[config.mk]
export PLATFORM = sky130hd
export DESIGN_NAME = uhp_tuning_regs
export DESIGN_NICKNAME = d
export VERILOG_FILES = /design/src/logic/uhp_pkg.sv /design/src/logic/uhp_tune_reg.sv /design/src/logic/uhp_tuning_regs.sv
export SDC_FILE = /design/constraint.sdc
export NUM_CORES = 1
export LEC_CHECK = 0
export ABC_AREA = 1
export BUFFER_PORTS_ARGS = -buffer_cell sky130_fd_sc_hd__buf_2
export CAP_MARGIN = 20
export CORE_UTILIZATION = 40
export DETAILED_ROUTE_END_ITERATION = 8
export PLACE_DENSITY = 0.63
export SYNTH_ARGS = -nofsm -noshare
export SYNTH_HDL_FRONTEND = slang
export SYNTH_SLANG_ARGS = --single-unit
[constraint.sdc]
create_clock -name clk -period 2.8 [get_ports clk]
set_clock_uncertainty 0.1 [all_clocks]
set_input_delay 0.56 -clock clk [delete_from_list [all_inputs] [get_ports clk]]
set_output_delay 0.56 -clock clk [all_outputs]
set_load 0.02 [all_outputs]
[src/logic/uhp_pkg.sv]
// Purpose: Constants for the port-1 high-speed tuning register bank.
// Assumes: Byte-wide registers at byte offsets; one clock domain.
// Notes: Every offset, field position and reset value lives here once.
//
// Overview of operation
// - Reset loads hardware defaults; a present factory OTP value replaces the default.
// - 0x70 bits 7-6: termination select, four rising steps, default 1h.
// - 0x70 bits 5-4: transmit slew select, fastest to slowest, default 3h.
// - 0x70 bits 3-0: transmit swing select, sixteen rising steps, default Ch.
// - 0x71 bit 7: charging-port advertising enable, default 0.
// - 0x71 bits 5-4: emphasis width select, four growing widths, default 3h.
// - 0x71 bit 3: emphasis enable, default 1; forced off from one cycle after chirp_active rises.
// - 0x72 bits 2-0: receive equalizer select, default 2h; bits 7-4 reset 9h.
// - 0x73 bits 7-4: disconnect level select, sixteen rising steps, default 8h.
// - 0x73 bits 2-0: squelch level select, falling thresholds, default 3h; bit 3 resets 0.

package uhp_pkg;

  // ----------------------------------------------------------------
  // Register map
  // ----------------------------------------------------------------
  localparam int UHP_ADDR_W = 8;
  localparam int UHP_DATA_W = 8;
  localparam int UHP_NUM_REGS = 4;

  localparam logic [7:0] UHP_OFS_TX_ADJUST = 8'h70;
  localparam logic [7:0] UHP_OFS_PRE_EMPHASIS = 8'h71;
  localparam logic [7:0] UHP_OFS_RX_ADJUST = 8'h72;
  localparam logic [7:0] UHP_OFS_THRESHOLDS = 8'h73;

  localparam logic [7:0] UHP_RST_TX_ADJUST = 8'h7C;
  localparam logic [7:0] UHP_RST_PRE_EMPHASIS = 8'h3C;
  localparam logic [7:0] UHP_RST_RX_ADJUST = 8'h92;
  localparam logic [7:0] UHP_RST_THRESHOLDS = 8'h83;

  localparam logic [7:0] UHP_UNMAPPED_READ = 8'h00;

  // ----------------------------------------------------------------
  // Field positions (lsb and width)
  // ----------------------------------------------------------------
  localparam int UHP_TERM_LSB = 6;
  localparam int UHP_TERM_W = 2;
  localparam int UHP_SLEW_LSB = 4;
  localparam int UHP_SLEW_W = 2;
  localparam int UHP_SWING_LSB = 0;
  localparam int UHP_SWING_W = 4;

  localparam int UHP_CDP_BIT = 7;
  localparam int UHP_PE_WIDTH_LSB = 4;
  localparam int UHP_PE_WIDTH_W = 2;
  localparam int UHP_PE_EN_BIT = 3;
  localparam int UHP_PE_LEVEL_LSB = 0;
  localparam int UHP_PE_LEVEL_W = 3;

  localparam int UHP_EQ_LSB = 0;
  localparam int UHP_EQ_W = 3;

  localparam int UHP_DISC_LSB = 4;
  localparam int UHP_DISC_W = 4;
  localparam int UHP_SQ_LSB = 0;
  localparam int UHP_SQ_W = 3;

  // ----------------------------------------------------------------
  // Control sequence
  // ----------------------------------------------------------------
  typedef enum logic [0:0] {
    UHP_LOAD,
    UHP_RUN
  } uhp_state_type;

endpackage

[src/logic/uhp_tune_reg.sv]
// Purpose: One byte-wide tuning register with default, OTP override and write.
// Assumes: Reset already synchronised by the parent.
// Notes: OTP load wins over a write in the same cycle.
`timescale 1ns/1ps

module uhp_tune_reg #(
  parameter logic [7:0] RESET_VALUE = 8'h00
) (
  input wire logic clk, // Core clock
  input wire logic rst_n, // Synchronised reset, active low
  input wire logic load_otp, // One-cycle strobe to take OTP
  input wire logic otp_present, // Factory value exists
  input wire logic [7:0] otp_value, // Factory value
  input wire logic wr_en, // Software write strobe
  input wire logic [7:0] wr_data, // Software write data
  output logic [7:0] value // Current contents
);
  import uhp_pkg::*;

  logic [7:0] value_q;
  logic [7:0] value_d;

  always_comb begin
    value_d = value_q;
    if (load_otp) begin
      if (otp_present) begin
        value_d = otp_value;
      end else begin
        value_d = RESET_VALUE;
      end
    end else if (wr_en) begin
      value_d = wr_data;
    end
  end

  always_ff @(posedge clk or negedge rst_n) begin
    if (!rst_n) begin
      value_q <= RESET_VALUE;
    end else begin
      value_q <= value_d;
    end
  end

  assign value = value_q;

endmodule

[src/logic/uhp_tuning_regs.sv]
// Purpose: Port-1 high-speed tuning register bank feeding the analog front end.
// Assumes: Register port and chirp flag come from logic on clk.
// Notes: Fields are exported as registered controls, one port each.
`timescale 1ns/1ps

module uhp_tuning_regs (
  input wire logic clk, // Core clock, 125 MHz
  input wire logic resetn, // Asynchronous reset, active low
  input wire logic [uhp_pkg::UHP_ADDR_W-1:0] reg_addr, // Register byte offset
  input wire logic reg_wr, // Write strobe, one cycle
  input wire logic [uhp_pkg::UHP_DATA_W-1:0] reg_wdata, // Write data
  input wire logic reg_rd, // Read strobe, one cycle
  output logic [uhp_pkg::UHP_DATA_W-1:0] reg_rdata, // Read data
  output logic reg_rvalid, // Read data valid, one cycle
  output logic reg_ready, // Bank accepts accesses
  input wire logic [uhp_pkg::UHP_NUM_REGS-1:0] otp_present, // Factory value per register
  input wire logic [uhp_pkg::UHP_DATA_W-1:0] otp_tx_adjust, // Factory value 0x70
  input wire logic [uhp_pkg::UHP_DATA_W-1:0] otp_pre_emphasis, // Factory value 0x71
  input wire logic [uhp_pkg::UHP_DATA_W-1:0] otp_rx_adjust, // Factory value 0x72
  input wire logic [uhp_pkg::UHP_DATA_W-1:0] otp_thresholds, // Factory value 0x73
  input wire logic chirp_active, // Chirp J or K being driven
  output logic [uhp_pkg::UHP_TERM_W-1:0] hs_termination_select, // Termination code
  output logic [uhp_pkg::UHP_SLEW_W-1:0] hs_transmit_slew_select, // Slew code
  output logic [uhp_pkg::UHP_SWING_W-1:0] hs_transmit_swing_select, // Swing code
  output logic charging_port_advert_enable, // Charging-port advert on
  output logic [uhp_pkg::UHP_PE_WIDTH_W-1:0] emphasis_width_select, // Emphasis width
  output logic emphasis_enable, // Emphasis applied now
  output logic [uhp_pkg::UHP_PE_LEVEL_W-1:0] emphasis_level_select, // Emphasis level
  output logic [uhp_pkg::UHP_EQ_W-1:0] receive_equalizer_select, // Equalizer code
  output logic [uhp_pkg::UHP_DISC_W-1:0] disconnect_level_select, // Disconnect threshold
  output logic [uhp_pkg::UHP_SQ_W-1:0] squelch_level_select // Squelch threshold
);
  import uhp_pkg::*;

  // ----------------------------------------------------------------
  // Reset release
  // ----------------------------------------------------------------
  logic rst_meta_q;
  logic rst_sync_q;

  // Two stages so every flop of the bank leaves reset on the same edge.
  always_ff @(posedge clk or negedge resetn) begin
    if (!resetn) begin
      rst_meta_q <= 1'b0;
      rst_sync_q <= 1'b0;
    end else begin
      rst_meta_q <= 1'b1;
      rst_sync_q <= rst_meta_q;
    end
  end

  // ----------------------------------------------------------------
  // Factory load sequence
  // ----------------------------------------------------------------
  // OTP is sampled by a clocked step after release, never by the async
  // reset itself, so the flops only ever reset to constants.
  uhp_state_type state_q;
  uhp_state_type state_d;
  logic load_otp;

  always_comb begin
    state_d = state_q;
    load_otp = 1'b0;
    case (state_q)
      UHP_LOAD: begin
        load_otp = 1'b1;
        state_d = UHP_RUN;
      end
      UHP_RUN: begin
        state_d = UHP_RUN;
      end
      default: begin
        state_d = UHP_LOAD;
      end
    endcase
  end

  always_ff @(posedge clk or negedge rst_sync_q) begin
    if (!rst_sync_q) begin
      state_q <= UHP_LOAD;
    end else begin
      state_q <= state_d;
    end
  end

  // ----------------------------------------------------------------
  // Address decode
  // ----------------------------------------------------------------
  logic sel_tx;
  logic sel_pe;
  logic sel_rx;
  logic sel_th;
  logic access_ok;
  logic wr_tx;
  logic wr_pe;
  logic wr_rx;
  logic wr_th;
  logic rd_ok;

  always_comb begin
    sel_tx = (reg_addr == UHP_OFS_TX_ADJUST);
    sel_pe = (reg_addr == UHP_OFS_PRE_EMPHASIS);
    sel_rx = (reg_addr == UHP_OFS_RX_ADJUST);
    sel_th = (reg_addr == UHP_OFS_THRESHOLDS);
    access_ok = (state_q == UHP_RUN);
    // Accesses before the factory load has finished are dropped, so the
    // load can never silently overwrite a write that software believes landed.
    wr_tx = reg_wr && sel_tx && access_ok;
    wr_pe = reg_wr && sel_pe && access_ok;
    wr_rx = reg_wr && sel_rx && access_ok;
    wr_th = reg_wr && sel_th && access_ok;
    rd_ok = reg_rd && access_ok;
  end

  // ----------------------------------------------------------------
  // Register storage
  // ----------------------------------------------------------------
  // Reserved bits are stored as written; software keeps them intact.
  // Their reset codes ride in the defaults: 9h in 0x72 bits 7-4, 0 elsewhere
  logic [7:0] tx_adjust;
  logic [7:0] pre_emphasis;
  logic [7:0] rx_adjust;
  logic [7:0] thresholds;

  uhp_tune_reg #(
    .RESET_VALUE(UHP_RST_TX_ADJUST)
  ) u_tx_adjust (
    .clk(clk),
    .rst_n(rst_sync_q),
    .load_otp(load_otp),
    .otp_present(otp_present[0]),
    .otp_value(otp_tx_adjust),
    .wr_en(wr_tx),
    .wr_data(reg_wdata),
    .value(tx_adjust)
  );

  uhp_tune_reg #(
    .RESET_VALUE(UHP_RST_PRE_EMPHASIS)
  ) u_pre_emphasis (
    .clk(clk),
    .rst_n(rst_sync_q),
    .load_otp(load_otp),
    .otp_present(otp_present[1]),
    .otp_value(otp_pre_emphasis),
    .wr_en(wr_pe),
    .wr_data(reg_wdata),
    .value(pre_emphasis)
  );

  uhp_tune_reg #(
    .RESET_VALUE(UHP_RST_RX_ADJUST)
  ) u_rx_adjust (
    .clk(clk),
    .rst_n(rst_sync_q),
    .load_otp(load_otp),
    .otp_present(otp_present[2]),
    .otp_value(otp_rx_adjust),
    .wr_en(wr_rx),
    .wr_data(reg_wdata),
    .value(rx_adjust)
  );

  uhp_tune_reg #(
    .RESET_VALUE(UHP_RST_THRESHOLDS)
  ) u_thresholds (
    .clk(clk),
    .rst_n(rst_sync_q),
    .load_otp(load_otp),
    .otp_present(otp_present[3]),
    .otp_value(otp_thresholds),
    .wr_en(wr_th),
    .wr_data(reg_wdata),
    .value(thresholds)
  );

  // ----------------------------------------------------------------
  // Read path
  // ----------------------------------------------------------------
  logic [7:0] rdata_q;
  logic [7:0] rdata_d;
  logic rvalid_q;
  logic rvalid_d;
  logic ready_q;
  logic ready_d;

  always_comb begin
    rvalid_d = rd_ok;
    ready_d = (state_d == UHP_RUN);
    rdata_d = rdata_q;
    if (rd_ok) begin
      if (sel_tx) begin
        rdata_d = tx_adjust;
      end else if (sel_pe) begin
        rdata_d = pre_emphasis;
      end else if (sel_rx) begin
        rdata_d = rx_adjust;
      end else if (sel_th) begin
        rdata_d = thresholds;
      end else begin
        rdata_d = UHP_UNMAPPED_READ;
      end
    end
  end

  always_ff @(posedge clk or negedge rst_sync_q) begin
    if (!rst_sync_q) begin
      rdata_q <= 8'h00;
      rvalid_q <= 1'b0;
      ready_q <= 1'b0;
    end else begin
      rdata_q <= rdata_d;
      rvalid_q <= rvalid_d;
      ready_q <= ready_d;
    end
  end

  assign reg_rdata = rdata_q;
  assign reg_rvalid = rvalid_q;
  assign reg_ready = ready_q;

  // ----------------------------------------------------------------
  // Analog control outputs
  // ----------------------------------------------------------------
  // Controls are re-registered so the analog side sees glitch-free
  // flop outputs; they trail the register contents by one cycle.
  // Limitation: emphasis drops one cycle after chirp_active rises, so the
  // chirp source must raise it one cycle before the first chirp symbol.
  logic [UHP_TERM_W-1:0] term_q;
  logic [UHP_TERM_W-1:0] term_d;
  logic [UHP_SLEW_W-1:0] slew_q;
  logic [UHP_SLEW_W-1:0] slew_d;
  logic [UHP_SWING_W-1:0] swing_q;
  logic [UHP_SWING_W-1:0] swing_d;
  logic cdp_q;
  logic cdp_d;
  logic [UHP_PE_WIDTH_W-1:0] pe_width_q;
  logic [UHP_PE_WIDTH_W-1:0] pe_width_d;
  logic pe_en_q;
  logic pe_en_d;
  logic [UHP_PE_LEVEL_W-1:0] pe_level_q;
  logic [UHP_PE_LEVEL_W-1:0] pe_level_d;
  logic [UHP_EQ_W-1:0] eq_q;
  logic [UHP_EQ_W-1:0] eq_d;
  logic [UHP_DISC_W-1:0] disc_q;
  logic [UHP_DISC_W-1:0] disc_d;
  logic [UHP_SQ_W-1:0] sq_q;
  logic [UHP_SQ_W-1:0] sq_d;

  always_comb begin
    term_d = tx_adjust[UHP_TERM_LSB +: UHP_TERM_W];
    slew_d = tx_adjust[UHP_SLEW_LSB +: UHP_SLEW_W];
    swing_d = tx_adjust[UHP_SWING_LSB +: UHP_SWING_W];
    cdp_d = pre_emphasis[UHP_CDP_BIT];
    pe_width_d = pre_emphasis[UHP_PE_WIDTH_LSB +: UHP_PE_WIDTH_W];
    // Chirp must stay clean regardless of the software setting
    pe_en_d = pre_emphasis[UHP_PE_EN_BIT] && !chirp_active;
    // Codes 6h and 7h pass through unchanged; software avoids them
    pe_level_d = pre_emphasis[UHP_PE_LEVEL_LSB +: UHP_PE_LEVEL_W];
    eq_d = rx_adjust[UHP_EQ_LSB +: UHP_EQ_W];
    disc_d = thresholds[UHP_DISC_LSB +: UHP_DISC_W];
    sq_d = thresholds[UHP_SQ_LSB +: UHP_SQ_W];
  end

  always_ff @(posedge clk or negedge rst_sync_q) begin
    if (!rst_sync_q) begin
      term_q <= UHP_RST_TX_ADJUST[UHP_TERM_LSB +: UHP_TERM_W];
      slew_q <= UHP_RST_TX_ADJUST[UHP_SLEW_LSB +: UHP_SLEW_W];
      swing_q <= UHP_RST_TX_ADJUST[UHP_SWING_LSB +: UHP_SWING_W];
      cdp_q <= UHP_RST_PRE_EMPHASIS[UHP_CDP_BIT];
      pe_width_q <= UHP_RST_PRE_EMPHASIS[UHP_PE_WIDTH_LSB +: UHP_PE_WIDTH_W];
      // Emphasis stays off until the first edge after release, which still uses the default setting
      pe_en_q <= 1'b0;
      pe_level_q <= UHP_RST_PRE_EMPHASIS[UHP_PE_LEVEL_LSB +: UHP_PE_LEVEL_W];
      eq_q <= UHP_RST_RX_ADJUST[UHP_EQ_LSB +: UHP_EQ_W];
      disc_q <= UHP_RST_THRESHOLDS[UHP_DISC_LSB +: UHP_DISC_W];
      sq_q <= UHP_RST_THRESHOLDS[UHP_SQ_LSB +: UHP_SQ_W];
    end else begin
      term_q <= term_d;
      slew_q <= slew_d;
      swing_q <= swing_d;
      cdp_q <= cdp_d;
      pe_width_q <= pe_width_d;
      pe_en_q <= pe_en_d;
      pe_level_q <= pe_level_d;
      eq_q <= eq_d;
      disc_q <= disc_d;
      sq_q <= sq_d;
    end
  end

  assign hs_termination_select = term_q;
  assign hs_transmit_slew_select = slew_q;
  assign hs_transmit_swing_select = swing_q;
  assign charging_port_advert_enable = cdp_q;
  assign emphasis_width_select = pe_width_q;
  assign emphasis_enable = pe_en_q;
  assign emphasis_level_select = pe_level_q;
  assign receive_equalizer_select = eq_q;
  assign disconnect_level_select = disc_q;
  assign squelch_level_select = sq_q;

endmodule
# Yosys cells after proc, flatten, opt, wreduce, memory -nomap -nowiden

Index checks and enable logic that the tools add are counted.

Flip-flop bits (word level): 69
Input port bits: 57
Output and inout port bits: 35
Logic and storage cells: 54

Eq/ne operators: 8
Muxes and demuxes: 16
Reductions and logical operators: 11

Operators by type and width:

| kind                                                                    | number |
|---|---|
| 8-bit 2-to-1 mux                                                        | 16 |
| 8-bit by 7-bit equality test with 1-bit output, second input constant   | 4 |
| 1-bit logical AND                                                       | 10 |
| 2-bit by 1-bit inequality test with 1-bit output, second input constant | 4 |
| 1-bit logical NOT                                                       | 1 |

# Logic depth before layout (Yosys ltp)

Word-level depth: 5
Gate-level depth with buffers: 9
Mapped depth without buffers: 9

# Hierarchy

Synthesis repeated with hierarchy kept, for this count alone.

Cells, all modules: 419
Area, all modules: 3,397.0 µm²

Modules (own cells, without submodules):

| module                         | times used | cells each | area an instance (µm²) |
|---|---|---|---|
| uhp_tuning_regs                | 1          | 156        | 1,591.5 |
| uhp_tune_reg (u_rx_adjust ...) | 2          | 65         | 446.7 |
| uhp_tune_reg (u_tx_adjust)     | 1          | 67         | 459.2 |
| uhp_tune_reg (u_pre_emphasis)  | 1          | 66         | 452.9 |

# Worst setup path before layout

No wires, ideal clock.

Path kind: input-to-reg
From: input reg_addr[5] (netlist bit)
To: register u_tx_adjust.value_q[0] (netlist: u_tx_adjust.value[0])
Data arrival time: 1.374 ns
Data required time: 2.579 ns
Slack: 1.205 ns
Stages on the path: 6
Cell sequence: nand2_1 nor2_4 nand2_4 o21ai_4 buf_6 o21ai_1

Cells in the longest elaborated chain, start to end: 4

Ends and longest elaborated chain:

| element                                                           | RTL line               | source |
|---|---|---|
| start, declared                                                   | uhp_tuning_regs.sv:9   | `input wire logic [uhp_pkg::UHP_ADDR_W-1:0] reg_addr,` |
| 8-bit by 7-bit equality test with 1-bit output                    | uhp_tuning_regs.sv:101 | `sel_tx = (reg_addr == UHP_OFS_TX_ADJUST);` |
| 1-bit logical AND (2 in series)                                   | uhp_tuning_regs.sv:108 | `wr_tx = reg_wr && sel_tx && access_ok;` |
| 2-bit by 1-bit inequality test with 1-bit output (no source line) | -                      |  |
| end signal, assigned                                              | uhp_tune_reg.sv:40     | `value_q <= value_d;` |
| end, declared                                                     | uhp_tune_reg.sv:20     | `logic [7:0] value_q;` |

No other way between the ends.
A chain may end at the register's enable or synchronous reset.

# Worst setup path in the final report

From: input reg_addr[7] (netlist bit)
To: register u_tx_adjust.value_q[2] (netlist: u_tx_adjust.value[2])

Same word-level chain as after synthesis.

==> summary.md <==
| Metric | Value |
|---|---|
| Status | `complete, no violations` |
| Crit path capture | `u_tx_adjust.value[2]` |
| Vias in the first global route | `about 2.6k` |
| Resize count post-CTS | `0` |
| Iter 0 DRT Violations | `around 140` |
| P_leak | `between 2 and 2.5 nW` |
| CP delay by family, top | `simple AND/OR/NAND/NOR gates` |
| Die height | `90.7 um` |
| Top cell type by total area after synthesis | `dfrtp_1` |
| Setup TNS | `0 ns` |
| Crit path capture type | `flop` |
| Nets | `517` |
| Hold Crit Class | `flop to async pin` |
| Vias per cell | `around 4.7` |
| Reg2Reg Setup Slack | `1.11 ns` |
| Crit Path Category | `input port to flop` |
| Die area | `a little over 8000 sq um` |
| Int Power | `approximately 1.7 mW` |
| CTS tree | `yes` |
| HPWL Detailed | `just under 6000 um` |
| Placed cells | `around 550` |
| Rows | `31` |
| Reg clk slew, reported paths | `0.07 ns` |
| Synth area leaders | `dfrtp_1 33%, dfstp_2 23%, nand2_1 16%` |
| CTS Hold Buffers Added | `1` |
| Delay of the slowest critical-path stage | `about 0.39 ns` |
| Clock Sinks | `a little under 70` |
| Achievable Freq | `between 500 and 600 MHz` |
| I/O pins | `92` |
| H-tree depth reported by CTS | `3` |
| Overall power | `~2.4 mW` |
| Gate count of the mapped netlist | `between 300 and 400` |
| Setup bufs post-CTS | `0` |
| CP Buf/Inv Count | `2` |
| DRT Pass-1 Iters | `4` |
| Initial antenna violation count | `0` |
| Flip-flop and latch count after synthesis | `a little under 70` |
| Max clock buf depth | `2` |
| Max-Cap Viols | `0` |
| GPL Wtd Cong | `roughly 0.87` |
| Finished Layout Cells | `about 560` |
| WP data required | `2.98 ns` |
| Combinational power share | `0.139` |
| Routed vias | `2630` |
| Global-route wire length before repair | `12800 um` |
| Pwr dens | `approximately 600 nW/um^2` |
| Initial Utilization | `0.425` |
| Hold Vio Cnt, Final | `0` |
| Global-route usage over all layers | `0.203` |
| Root buffer cell | `clkbuf_8` |
| Synth Cell Area | `about 3100 sq um` |
| Mean Syn Cell Area | `between 8 and 9 sq um` |
| R2r startpoint | `reg_ready` |
| CP most frequent cell | `nand2_1` |
| Seq pwr share | `0.495` |
| Crit-path cells | `buf_2, inv_1, nand2_1, nor2_4, nand2_4, o21ai_4, nand2_1, o21ai_1` |
| Clock Power Share | `0.367` |
| Final WL | `roughly 7700 um` |
| Max VDD drop | `about 0.0002 V` |
| CP Launch Point | `reg_addr[7]` |
| Worst reg2reg endpoint | `reg_rdata[1]` |
| Reg2reg path depth | `6` |
| RSZ-0062 raised after global routing | `no` |
| DRT antenna net count | `0` |
| Switch Pwr | `~630 uW` |
| Final critical-path share of the clock period | `0.613` |
| Final setup vio count | `0` |
| Chip width | `90.7 um` |
| WL/cell | `about 14 um` |
| Net Sw Frac | `0.266` |
| Most common cell after layout, fill and taps aside | `nand2_1` |
| Worst path slowest cell | `o21ai_4` |
| Largest net degree at the start of global routing | `37` |
| Clock Latency Late Sink | `0.35 ns` |
| Num CTS Buffers | `9` |
| WP data arrival | `around 1.9 ns` |
| Instance count on the critical path | `8` |
| DRC | `0` |
| Layout cells sized above 1 | `0.368` |
| Most frequent cells in the layout | `131 x nand2_1, 91 x buf_2, 41 x dfrtp_1, 30 x nand3_1, 27 x dfstp_2` |
| # diodes | `0` |
| Ys Warns | `0` |
| Slew Limit Fails | `0` |
| Critical Path Start Type | `input port` |
| Port Buffers | `91` |
| Final Critical Period | `1.72 ns` |
| Sequential element share of the synthesized area | `0.560` |
| Floorplan Core Area | `about 7400 sq um` |
| Synthesis-to-finish area growth | `24.9%` |
| Grt total ovfl | `0` |
| Top cell type's share of synthesized area | `0.334` |
| Cell variety after synth | `25` |
| Fill cell count | `between 700 and 800` |
| CP Max Fanout | `16` |
-- worst min-delay path by stage --
stage,endpoint,slack [ns],cells past startpoint
2_1_floorplan,rst_meta_q,0.16,0
3_3_place_gp,emphasis_enable,0.004,0
3_5_place_dp,emphasis_enable,0.009,0
4_1_cts,u_tx_adjust.value[0],0.02,0
5_1_grt,u_tx_adjust.value[0],0.03,0
6_report,u_tx_adjust.value[0],0.01,0
-- registers in the layout (all words and copies together) (netlist names), 2 cells and up --
name,flops
hs_transmit_slew_select,2
u_thresholds.value,8
emphasis_width_select,2
hs_transmit_swing_select,4
disconnect_level_select,4
emphasis_level_select,3
reg_rdata,8
u_rx_adjust.value,8
u_tx_adjust.value,8
squelch_level_select,3
receive_equalizer_select,3
u_pre_emphasis.value,8
hs_termination_select,2
-- stage by stage --
step / utilization / area [sq um] / hold WS [ns] / worst slack (ns)
after CTS: 0.530 / 3930 / 0.0153 / 1.10
final: 0.530 / 3930 / 0.00994 / 1.08
after global placement: 0.501 / 3710 / 0.00377 / 0.821
after global routing: 0.530 / 3930 / 0.0333 / 0.962
after detailed placement: 0.501 / 3710 / 0.00913 / 0.742
after floorplan: - / 3150 / 0.164 / 0.683
-- final cells by class --
type,count,area [sq um],area share
Timing Repair Buffer,96,495,0.126
Clock inverter,4,72.6,0.0185
Inverter,30,115,0.0293
Multi-Input combinational cell,254,1230,0.312
Sequential cell,69,1760,0.448
Clock buffer,12,135,0.0344
Tap cell,99,124,0.0315
-- kinds of logic (layout without fill, tap and decap cells) --
logic type,after synthesis,after routing,share of synthesized area
AND/OR/NAND/NOR,204,204,0.285
other,1,2,0.00119
AO/OA/AOI/OAI,48,48,0.102
flip-flops,69,69,0.560
buffers and inverters,37,142,0.0517
-- power groups by stage --
stage / clock, mW / combinational (mW) / sequential (mW)
after floorplan: 0 / 0.141 / 1.23
after global placement: 0 / 0.324 / 1.18
after detailed placement: 0 / 0.328 / 1.18
after CTS: 0.878 / 0.331 / 1.17
after global routing: 0.924 / 0.365 / 1.18
final: 0.864 / 0.327 / 1.17
-- routing by layer --
| metal | vias to the layer above | track usage | part of all wire |
|---|---|---|---|
| li1 | 1346 | - | - |
| met2 | 77 | 0.311 | 0.46 |
| met1 | 1197 | 0.281 | 0.48 |
| met4 | 0 | 0.0739 | 0.013 |
| met5 | - | 0 | 0 |
| met3 | 10 | 0.0463 | 0.049 |
-- cells in the mapped netlist (all sizes together) --
master / count
clkinv: 1
a21boi: 5
buf: 6
o21ai: 26
nand2: 144
clkbuf: 1
nor2: 30
a21oi: 3
nand3: 30
dfrtp: 42
conb: 1
inv: 29
o22ai: 6
o21bai: 8
dfstp: 27
Power figures use the tool's default switching activity.
